**src/pattern_pkg.sv**
```systemverilog
// constants, field layout and state type of the pulse pattern engine
//------------------------------------------------------------
//------------------------------------------------------------
`default_nettype none
package pattern_pkg;
  localparam int NCH = 4;
  localparam logic [7:0] RUN_OFS = 8'h00;
  localparam logic [7:0] REALIGN_OFS = 8'h04;
  localparam logic [7:0] HALT_FLAG_OFS = 8'h08;
  localparam logic [7:0] HALT_MASK_OFS = 8'h0c;
  localparam logic [7:0] SET_OFS = 8'h10;
  localparam logic [7:0] CLR_OFS = 8'h14;
  localparam logic [7:0] READY_FLAG_OFS = 8'h18;
  localparam logic [3:0] CH0_PAGE = 4'h2;
  localparam logic [3:0] CHN_PAGE0 = 4'h3;
  localparam logic [1:0] CFG_FLD = 2'h0;
  localparam logic [1:0] PAT_FLD = 2'h1;
  localparam logic [1:0] LOOP_FLD = 2'h2;
  localparam logic [1:0] RESTART_FLD = 2'h3;
  localparam int RATE_W = 16;
  localparam int LEN_LSB = 27;
  localparam int CNT_W = 16;
  localparam int GAP_LSB = 16;
  localparam int GAP_W = 12;
  localparam int SRC1_LSB = 0;
  localparam int SRC1_EN = 7;
  localparam int SRC2_LSB = 8;
  localparam int SRC2_EN = 15;
  localparam logic [4:0] LEN_SQUARE = 5'h01;
  localparam logic [5:0] LEN_FULL = 6'h20;
  localparam logic [31:0] REG_RST = 32'h0;
  typedef enum logic {PH_SHIFT, PH_GAP} phase_t;
endpackage
`default_nettype wire

```
**src/pulse_pattern_engine.sv**
```systemverilog
// four channel pulse pattern engine with a classic wishbone register slave
//
// The register addresses and register access over Wishbone were chosen for this implementation.
`default_nettype none
module pulse_pattern_engine import pattern_pkg::*; (
  input wire logic REF_CLK,
  input wire logic RST_N,
  input wire logic WB_CYC_I,
  input wire logic WB_STB_I,
  input wire logic WB_WE_I,
  input wire logic [7:0] WB_ADR_I,
  input wire logic [3:0] WB_SEL_I,
  input wire logic [31:0] WB_DAT_I,
  output logic [31:0] WB_DAT_O,
  output logic WB_ACK_O,
  output logic [NCH-1:0] PATTERN_OUT,
  output logic HALT_IRQ
);
  //------------------------------------------------------------
  // decode helpers
  //------------------------------------------------------------
  // returns {valid, channel, field}
  function automatic logic [4:0] ch_dec(input logic [7:0] a);
    logic [3:0] pg;
    pg = a[7:4];
    if (pg == CH0_PAGE)
      ch_dec = {1'b1, 2'd0, a[3:2]};
    else if (pg > CHN_PAGE0 && pg < CHN_PAGE0 + 4'(NCH))
      ch_dec = {1'b1, 2'(pg - CHN_PAGE0), a[3:2]};
    else
      ch_dec = 5'h00;
  endfunction

  function automatic logic [31:0] lane_mask(input logic [3:0] s);
    lane_mask = {{8{s[3]}}, {8{s[2]}}, {8{s[1]}}, {8{s[0]}}};
  endfunction

  function automatic logic src_hit(input logic en, input logic [4:0] idx, input logic [NCH-1:0] ev);
    src_hit = en && idx < 5'(NCH) && ev[idx[1:0]];
  endfunction

  //------------------------------------------------------------
  // state
  //------------------------------------------------------------
  logic ack_reg;
  logic [31:0] dat_reg;
  logic [31:0] cfg_reg [NCH];
  logic [31:0] pat_reg [NCH];
  logic [31:0] loop_reg [NCH];
  logic [31:0] rst_cfg_reg [NCH];
  logic [31:0] shadow_reg [NCH];
  logic [4:0] bitpos_reg [NCH];
  logic [RATE_W-1:0] rate_cnt_reg [NCH];
  logic [GAP_W-1:0] gap_cnt_reg [NCH];
  logic [CNT_W-1:0] left_reg [NCH];
  phase_t ph_reg [NCH];
  logic [NCH-1:0] run_reg, run_next, pend_reg, lm_reg, out_reg;
  logic [NCH-1:0] halt_flag_reg, halt_mask_reg, ready_reg, stop_q_reg;
  logic irq_reg;

  logic hit, acc, wr;
  logic [4:0] dsel;
  logic [31:0] m, rd_mux;
  logic [NCH-1:0] square, tick, last, stop, start, realign, load, restart, pat_wr, ready_clr, halt_clr;
  logic [5:0] nbits [NCH];

  assign WB_ACK_O = ack_reg;
  assign WB_DAT_O = dat_reg;
  assign PATTERN_OUT = out_reg;
  assign HALT_IRQ = irq_reg;

  //------------------------------------------------------------
  // bus slave
  //------------------------------------------------------------
  // effects happen at the edge where the master sees ack high
  assign hit = WB_CYC_I & WB_STB_I;
  assign acc = hit & ack_reg;
  assign wr = acc & WB_WE_I;
  assign m = lane_mask(WB_SEL_I);
  assign dsel = ch_dec(WB_ADR_I);

  always_comb begin
    rd_mux = REG_RST;
    case (WB_ADR_I)
      RUN_OFS: rd_mux[NCH-1:0] = run_reg;
      HALT_FLAG_OFS: rd_mux[NCH-1:0] = halt_flag_reg;
      HALT_MASK_OFS: rd_mux[NCH-1:0] = halt_mask_reg;
      READY_FLAG_OFS: rd_mux[NCH-1:0] = ready_reg;
      default: begin
        if (dsel[4]) begin
          case (dsel[1:0])
            CFG_FLD: rd_mux = cfg_reg[dsel[3:2]];
            PAT_FLD: rd_mux = pat_reg[dsel[3:2]];
            LOOP_FLD: rd_mux = loop_reg[dsel[3:2]];
            default: rd_mux = rst_cfg_reg[dsel[3:2]];
          endcase
        end
      end
    endcase
  end

  always_ff @(posedge REF_CLK or negedge RST_N) begin
    if (!RST_N) begin
      ack_reg <= 1'b0;
      dat_reg <= REG_RST;
    end else begin
      ack_reg <= hit & !ack_reg;
      if (hit & !ack_reg)
        dat_reg <= WB_WE_I ? REG_RST : rd_mux;
    end
  end

  //------------------------------------------------------------
  // channel configuration
  //------------------------------------------------------------
  always_ff @(posedge REF_CLK or negedge RST_N) begin
    if (!RST_N) begin
      halt_mask_reg <= '0;
      for (int i = 0; i < NCH; i++) begin
        cfg_reg[i] <= REG_RST;
        pat_reg[i] <= REG_RST;
        loop_reg[i] <= REG_RST;
        rst_cfg_reg[i] <= REG_RST;
      end
    end else if (wr) begin
      if (WB_ADR_I == HALT_MASK_OFS)
        halt_mask_reg <= (halt_mask_reg & ~m[NCH-1:0]) | (WB_DAT_I[NCH-1:0] & m[NCH-1:0]);
      for (int i = 0; i < NCH; i++) begin
        if (dsel[4] && dsel[3:2] == 2'(i)) begin
          case (dsel[1:0])
            CFG_FLD: cfg_reg[i] <= (cfg_reg[i] & ~m) | (WB_DAT_I & m);
            PAT_FLD: pat_reg[i] <= (pat_reg[i] & ~m) | (WB_DAT_I & m);
            LOOP_FLD: loop_reg[i] <= (loop_reg[i] & ~m) | (WB_DAT_I & m);
            default: rst_cfg_reg[i] <= (rst_cfg_reg[i] & ~m) | (WB_DAT_I & m);
          endcase
        end
      end
    end
  end

  //------------------------------------------------------------
  // per channel decode
  //------------------------------------------------------------
  always_comb begin
    for (int i = 0; i < NCH; i++) begin
      square[i] = cfg_reg[i][LEN_LSB+:5] == LEN_SQUARE;
      nbits[i] = cfg_reg[i][LEN_LSB+:5] == 5'h00 ? LEN_FULL : {1'b0, cfg_reg[i][LEN_LSB+:5]};
      tick[i] = run_reg[i] && rate_cnt_reg[i] == cfg_reg[i][RATE_W-1:0];
      last[i] = !square[i] && ph_reg[i] == PH_SHIFT && tick[i] && {1'b0, bitpos_reg[i]} == nbits[i] - 6'h01;
      stop[i] = last[i] && lm_reg[i] && left_reg[i] == CNT_W'(1);
      restart[i] = src_hit(rst_cfg_reg[i][SRC1_EN], rst_cfg_reg[i][SRC1_LSB+:5], stop_q_reg)
                 | src_hit(rst_cfg_reg[i][SRC2_EN], rst_cfg_reg[i][SRC2_LSB+:5], stop_q_reg);
      realign[i] = wr && WB_ADR_I == REALIGN_OFS && WB_DAT_I[i] && m[i];
      pat_wr[i] = wr && dsel[4] && dsel[3:2] == 2'(i) && dsel[1:0] == PAT_FLD;
      ready_clr[i] = wr && WB_ADR_I == READY_FLAG_OFS && WB_DAT_I[i] && m[i];
      halt_clr[i] = wr && WB_ADR_I == HALT_FLAG_OFS && WB_DAT_I[i] && m[i];
    end
  end

  //------------------------------------------------------------
  // run bits
  //------------------------------------------------------------
  always_comb begin
    run_next = run_reg;
    if (wr && WB_ADR_I == RUN_OFS)
      run_next = (run_reg & ~m[NCH-1:0]) | (WB_DAT_I[NCH-1:0] & m[NCH-1:0]);
    if (wr && WB_ADR_I == SET_OFS)
      run_next = run_reg | (WB_DAT_I[NCH-1:0] & m[NCH-1:0]);
    if (wr && WB_ADR_I == CLR_OFS)
      run_next = run_reg & ~(WB_DAT_I[NCH-1:0] & m[NCH-1:0]);
    run_next = (run_next & ~stop) | restart;
    // a restart on a running channel reloads it as if freshly started
    start = (run_next & ~run_reg) | (restart & run_reg);
    load = start | (last & ~stop & pend_reg);
  end

  always_ff @(posedge REF_CLK or negedge RST_N) begin
    if (!RST_N) begin
      run_reg <= '0;
      stop_q_reg <= '0;
    end else begin
      run_reg <= run_next;
      stop_q_reg <= stop;
    end
  end

  //------------------------------------------------------------
  // channel engines
  //------------------------------------------------------------
  // clearing run just freezes the engine; the output keeps its level
  always_ff @(posedge REF_CLK or negedge RST_N) begin
    if (!RST_N) begin
      out_reg <= '0;
      lm_reg <= '0;
      for (int i = 0; i < NCH; i++) begin
        shadow_reg[i] <= REG_RST;
        bitpos_reg[i] <= 5'h00;
        rate_cnt_reg[i] <= '0;
        gap_cnt_reg[i] <= '0;
        left_reg[i] <= '0;
        ph_reg[i] <= PH_SHIFT;
      end
    end else begin
      for (int i = 0; i < NCH; i++) begin
        if (load[i])
          shadow_reg[i] <= pat_reg[i];
        if (start[i]) begin
          bitpos_reg[i] <= 5'h00;
          rate_cnt_reg[i] <= '0;
          ph_reg[i] <= PH_SHIFT;
          left_reg[i] <= loop_reg[i][CNT_W-1:0];
          lm_reg[i] <= loop_reg[i][CNT_W-1:0] != '0 && !square[i];
          if (square[i])
            out_reg[i] <= 1'b0;
        end else if (realign[i]) begin
          // bit 0 goes out right away, so the next tick must move on to bit 1
          bitpos_reg[i] <= square[i] ? 5'h00 : 5'h01;
          rate_cnt_reg[i] <= '0;
          ph_reg[i] <= PH_SHIFT;
          out_reg[i] <= square[i] ? 1'b0 : shadow_reg[i][0];
        end else if (run_reg[i] && ph_reg[i] == PH_GAP) begin
          // output holds the final bit during the gap
          gap_cnt_reg[i] <= gap_cnt_reg[i] - GAP_W'(1);
          if (gap_cnt_reg[i] == GAP_W'(1)) begin
            ph_reg[i] <= PH_SHIFT;
            rate_cnt_reg[i] <= '0;
            left_reg[i] <= left_reg[i] - CNT_W'(1);
          end
        end else if (run_reg[i]) begin
          rate_cnt_reg[i] <= tick[i] ? '0 : rate_cnt_reg[i] + RATE_W'(1);
          if (tick[i] && square[i])
            out_reg[i] <= ~out_reg[i];
          else if (tick[i]) begin
            out_reg[i] <= shadow_reg[i][bitpos_reg[i]];
            bitpos_reg[i] <= last[i] ? 5'h00 : bitpos_reg[i] + 5'h01;
          end
          if (last[i] && lm_reg[i] && !stop[i]) begin
            if (loop_reg[i][GAP_LSB+:GAP_W] != '0) begin
              ph_reg[i] <= PH_GAP;
              gap_cnt_reg[i] <= loop_reg[i][GAP_LSB+:GAP_W];
            end else
              left_reg[i] <= left_reg[i] - CNT_W'(1);
          end
        end
      end
    end
  end

  //------------------------------------------------------------
  // flags
  //------------------------------------------------------------
  // a hardware set in the clearing cycle wins over the clear
  always_ff @(posedge REF_CLK or negedge RST_N) begin
    if (!RST_N) begin
      pend_reg <= '0;
      ready_reg <= '0;
      halt_flag_reg <= '0;
      irq_reg <= 1'b0;
    end else begin
      pend_reg <= (pend_reg & ~load) | pat_wr;
      ready_reg <= (ready_reg & ~ready_clr) | load;
      halt_flag_reg <= (halt_flag_reg & ~halt_clr) | stop;
      irq_reg <= |(halt_flag_reg & halt_mask_reg);
    end
  end
endmodule
`default_nettype wire

```
**config.mk**
```make
export PLATFORM = sky130hd
export DESIGN_NAME = pulse_pattern_engine
export DESIGN_NICKNAME = d
export VERILOG_FILES = /design/src/pattern_pkg.sv /design/src/pulse_pattern_engine.sv
export SDC_FILE = /design/constraint.sdc
export NUM_CORES = 2
export LEC_CHECK = 0
export ABC_CLOCK_PERIOD_IN_PS = 7200
export BUFFER_PORTS_ARGS = -buffer_cell sky130_fd_sc_hd__buf_4
export CAP_MARGIN = 0
export CORE_MARGIN = 10
export CORE_UTILIZATION = 45
export CTS_BUF_LIST = sky130_fd_sc_hd__clkbuf_4 sky130_fd_sc_hd__clkbuf_8
export CTS_CLUSTER_DIAMETER = 60
export DETAILED_ROUTE_END_ITERATION = 7
export GPL_TIMING_DRIVEN = 0
export PLACE_DENSITY = 0.64
export SYNTH_ARGS = -nofsm -noshare
export SYNTH_HDL_FRONTEND = slang
export SYNTH_SLANG_ARGS = --single-unit
```
**constraint.sdc**
```tcl
create_clock -name REF_CLK -period 7.2 [get_ports REF_CLK]
set_input_delay 1.08 -clock REF_CLK [delete_from_list [all_inputs] [get_ports REF_CLK]]
set_output_delay 1.08 -clock REF_CLK [all_outputs]
set_load 0.02 [all_outputs]
```
==> flow_summary.json <==
{
  "status": "finished with violations",
  "failed_checks": "capacitance limit, slew limit",
  "start_kind": "primary input",
  "drv_cap": 3,
  "synthTopCellsByCount": "dfrtp_1, mux2_2, nand2_1",
  "dpl_cell_area_sq_um": 49820,
  "num_rows": 118,
  "powerDensity_nw_per_um2": 224.4,
  "leakagePower_nw": 24.90,
  "worst-setup-path-type": "in2reg",
  "hold_ws_ps": 165.3,
  "post_cts_buffers": 0,
  "cp_slowest_stage_delay_ps": 870,
  "drive_gt1_frac": 0.2407,
  "clk_path_buf_depth": 3,
  "fin_crit_sh": 0.8501,
  "firstDrtPassIters": 7,
  "antenna_found_initial": 11,
  "antenna_left": 0,
  "areaGrowthSynthToFinish_pct": 12.87,
  "netlist.area_leader.share": 0.4805,
  "hold_path_class": "in2async",
  "wl_per_cell_microns": 29.39,
  "drc_errors": 0,
  "synth_area_sq_um": 47190,
  "crit_fanout": 11,
  "fp.dieW_microns": 343.8,
  "synth_area_per_cell_sq_um": 10.94,
  "synth.area.top_cells": "dfrtp_1, mux2_2, o21ai_0",
  "final_area_sq_um": 53260,
  "drv_slew": 21,
  "max_slew_margin": -0.02860,
  "port_buffers": 82,
  "synth_ff_type": "dfrtp_1",
  "routed_via_density": 6.407,
  "drt_iter0_markers": 4759,
  "worst_path_max_delay_cell": "buf_1",
  "clk_pin_slew_worst_paths_ps": 70,
  "cts_resized": 0,
  "synth_seq_area_share": 0.4805,
  "timing.setup.tns_ps": 0,
  "place.gp.congestion": 1.108,
  "grt_max_degree": 118,
  "ir_drop_mv": 0.1728,
  "fin_nets": 4650,
  "hold_viol_final": 0,
  "cts_max_level": 4,
  "num_vias": 38930,
  "cts_hold_buf": 0,
  "finalSetupViolations": 0,
  "core_sq_um": 103800,
  "cp_cell_sequence": "buf_4 > inv_1 > clkbuf_1 > clkbuf_1 > ha_1 > clkbuf_1 > clkinv_1 > nor2_1 > clkbuf_1 > buf_1 > a221oi_1 > o21ai_0 > a32o_1",
  "skew_ps": 58.06,
  "dpl.hpwl_mm": 136.0,
  "synth.largest_area_cell": "dfrtp_1",
  "ff2ff_setup_slack_ps": 2690,
  "initial_core_util": 0.4546,
  "yosysMostFrequentCell": "dfrtp_1",
  "cts_tree": "done",
  "cts_sinks": 906,
  "cts_root_buffer": "clkbuf_8",
  "synthesis.nets": 4394,
  "cp-end-kind": "flip-flop",
  "grt_pass1_wl_mm": 257.6,
  "timing.rr.start": "WB_ACK_O",
  "worstPathArrival_ps": 6930,
  "rsz0062_at_grt": "no",
  "syn_inst": 4313,
  "clock_latency_ps": 880,
  "fill_cells": 9466,
  "overflow": 0,
  "pin_count": 87,
  "synth_edf_count": 0,
  "yosysUniqueCellTypes": 89,
  "cts_buffers": 160,
  "grt_pass1_vias": 37910,
  "synth-seq-cells": 906,
  "wl_mm": 178.6,
  "period_needed_ps": 6121,
  "worst_slew_pin_slew_ps": 1543,
  "die_area_sq_um": 118200,
  "synthArstFlopShare": 1.000,
  "die_h_microns": 343.8,
  "fmax_mhz": 163.4,
  "rr_endpoint": "shadow_reg[86]",
  "yosys_warnings": 0,
  "required_ps": 8010,
  "crit_top_cell": "clkbuf_1",
  "grt_usage": 0.2966,
  "worstRegToRegCells": 8
}
## metrics by stage
| step | util | power (mW) | instances | worst slack (ps) |
|---|---|---|---|---|
| floorplan | - | 6.254 | 4313 | 3245 |
| global placement | 0.4772 | 6.849 | 5775 | -5875 |
| detailed placement | 0.4800 | 6.881 | 5787 | 629.6 |
| CTS | 0.5130 | 11.97 | 6071 | 1549 |
| global route | 0.5131 | 12.37 | 6074 | 1007 |
| finish | 0.5132 | 11.95 | 6076 | 1079 |
## worst max-delay path by stage
stage	slack, ps	cells after the start	end	from
3_5_place_dp	630	13	WB_DAT_O[15]	WB_ADR_I[4]
5_1_grt	1010	13	WB_DAT_O[15]	WB_ADR_I[4]
2_1_floorplan	3240	12	shadow_reg[10]	WB_ADR_I[4]
6_report	1080	13	WB_DAT_O[15]	WB_ADR_I[4]
4_1_cts	1550	13	WB_DAT_O[15]	WB_ADR_I[4]
3_3_place_gp	-5880	1	left_reg[47]	RST_N
## layout make-up
class,count,area (sq um),area share
Antenna cell,5,12.51,0.0002349
Buffer,264,1051,0.01973
Clock buffer,252,3181,0.05972
Clock inverter,32,244.0,0.004581
Inverter,68,255.2,0.004792
Multi-Input combinational cell,3075,23250,0.4365
Sequential cell,906,22670,0.4257
Tap cell,1380,1727,0.03242
Timing Repair Buffer,94,873.3,0.01640
## per-layer routing
layer / GRT usage / share of wire
met1: 0.3954 / 0.41
met2: 0.4328 / 0.43
met3: 0.08667 / 0.10
met4: 0.1577 / 0.058
met5: 0 / 0.00029
## critical path, delay by kind of cell
kind	cells	cell delay, ps
buffers and inverters	8	3790
adder cells (fa/ha/maj)	1	240
AND/OR/NAND/NOR	1	780
AO/OA/AOI/OAI	3	1020
## cell families (layout without fill, tap and decap cells)
logic type | count (synthesis) | in the layout | share of synthesized area
XOR/XNOR | 134 | 134 | 0.02487
buffers and inverters | 332 | 710 | 0.02763
AND/OR/NAND/NOR | 1140 | 1140 | 0.1220
AO/OA/AOI/OAI | 936 | 936 | 0.1319
other | 0 | 5 | 0
multiplexers | 833 | 833 | 0.2046
flip-flops | 906 | 906 | 0.4805
adder cells (fa/ha/maj) | 32 | 32 | 0.008485
## report_power, final
part / leakage [nW] / total [mW] / internal (mW) / switching (mW)
Sequential: 12.4 / 5.39 / 5.22 / 0.176
Clock: 1.81 / 5.11 / 2.82 / 2.30
Combinational: 10.7 / 1.45 / 0.476 / 0.970
## cell usage in the layout, fill, tap and decap left out, types with 27 or more instances in the layout
| cell type | Yosys | layout |
|---|---|---|
| and3_1 | 52 | 52 |
| nand4_1 | 32 | 32 |
| nor3_1 | 104 | 103 |
| inv_1 | 65 | 65 |
| nor2_1 | 257 | 257 |
| mux2_2 | 643 | 643 |
| mux2i_1 | 124 | 124 |
| a22o_1 | 31 | 31 |
| ha_1 | 32 | 32 |
| o221ai_1 | 60 | 60 |
| clkbuf_1 | 217 | 215 |
| or4_1 | 27 | 27 |
| xnor2_1 | 73 | 73 |
| mux2_1 | 28 | 28 |
| a31oi_1 | 54 | 54 |
| a2bb2oi_1 | 49 | 49 |
| nand3_1 | 91 | 91 |
| o211ai_1 | 33 | 33 |
| nor4_1 | 81 | 77 |
| dfrtp_1 | 906 | 906 |
| buf_4 | 1 | 86 |
| a221oi_1 | 58 | 58 |
| mux4_2 | 38 | 38 |
| xor2_1 | 61 | 61 |
| or3_1 | 35 | 35 |
| clkbuf_4 | 0 | 46 |
| nand2_1 | 289 | 289 |
| a32o_1 | 30 | 30 |
| o21ai_0 | 265 | 265 |
| clkbuf_8 | 0 | 206 |
| a21oi_1 | 197 | 197 |
| nand2b_1 | 41 | 41 |
Note: power is estimated with default switching activity, not from simulation.
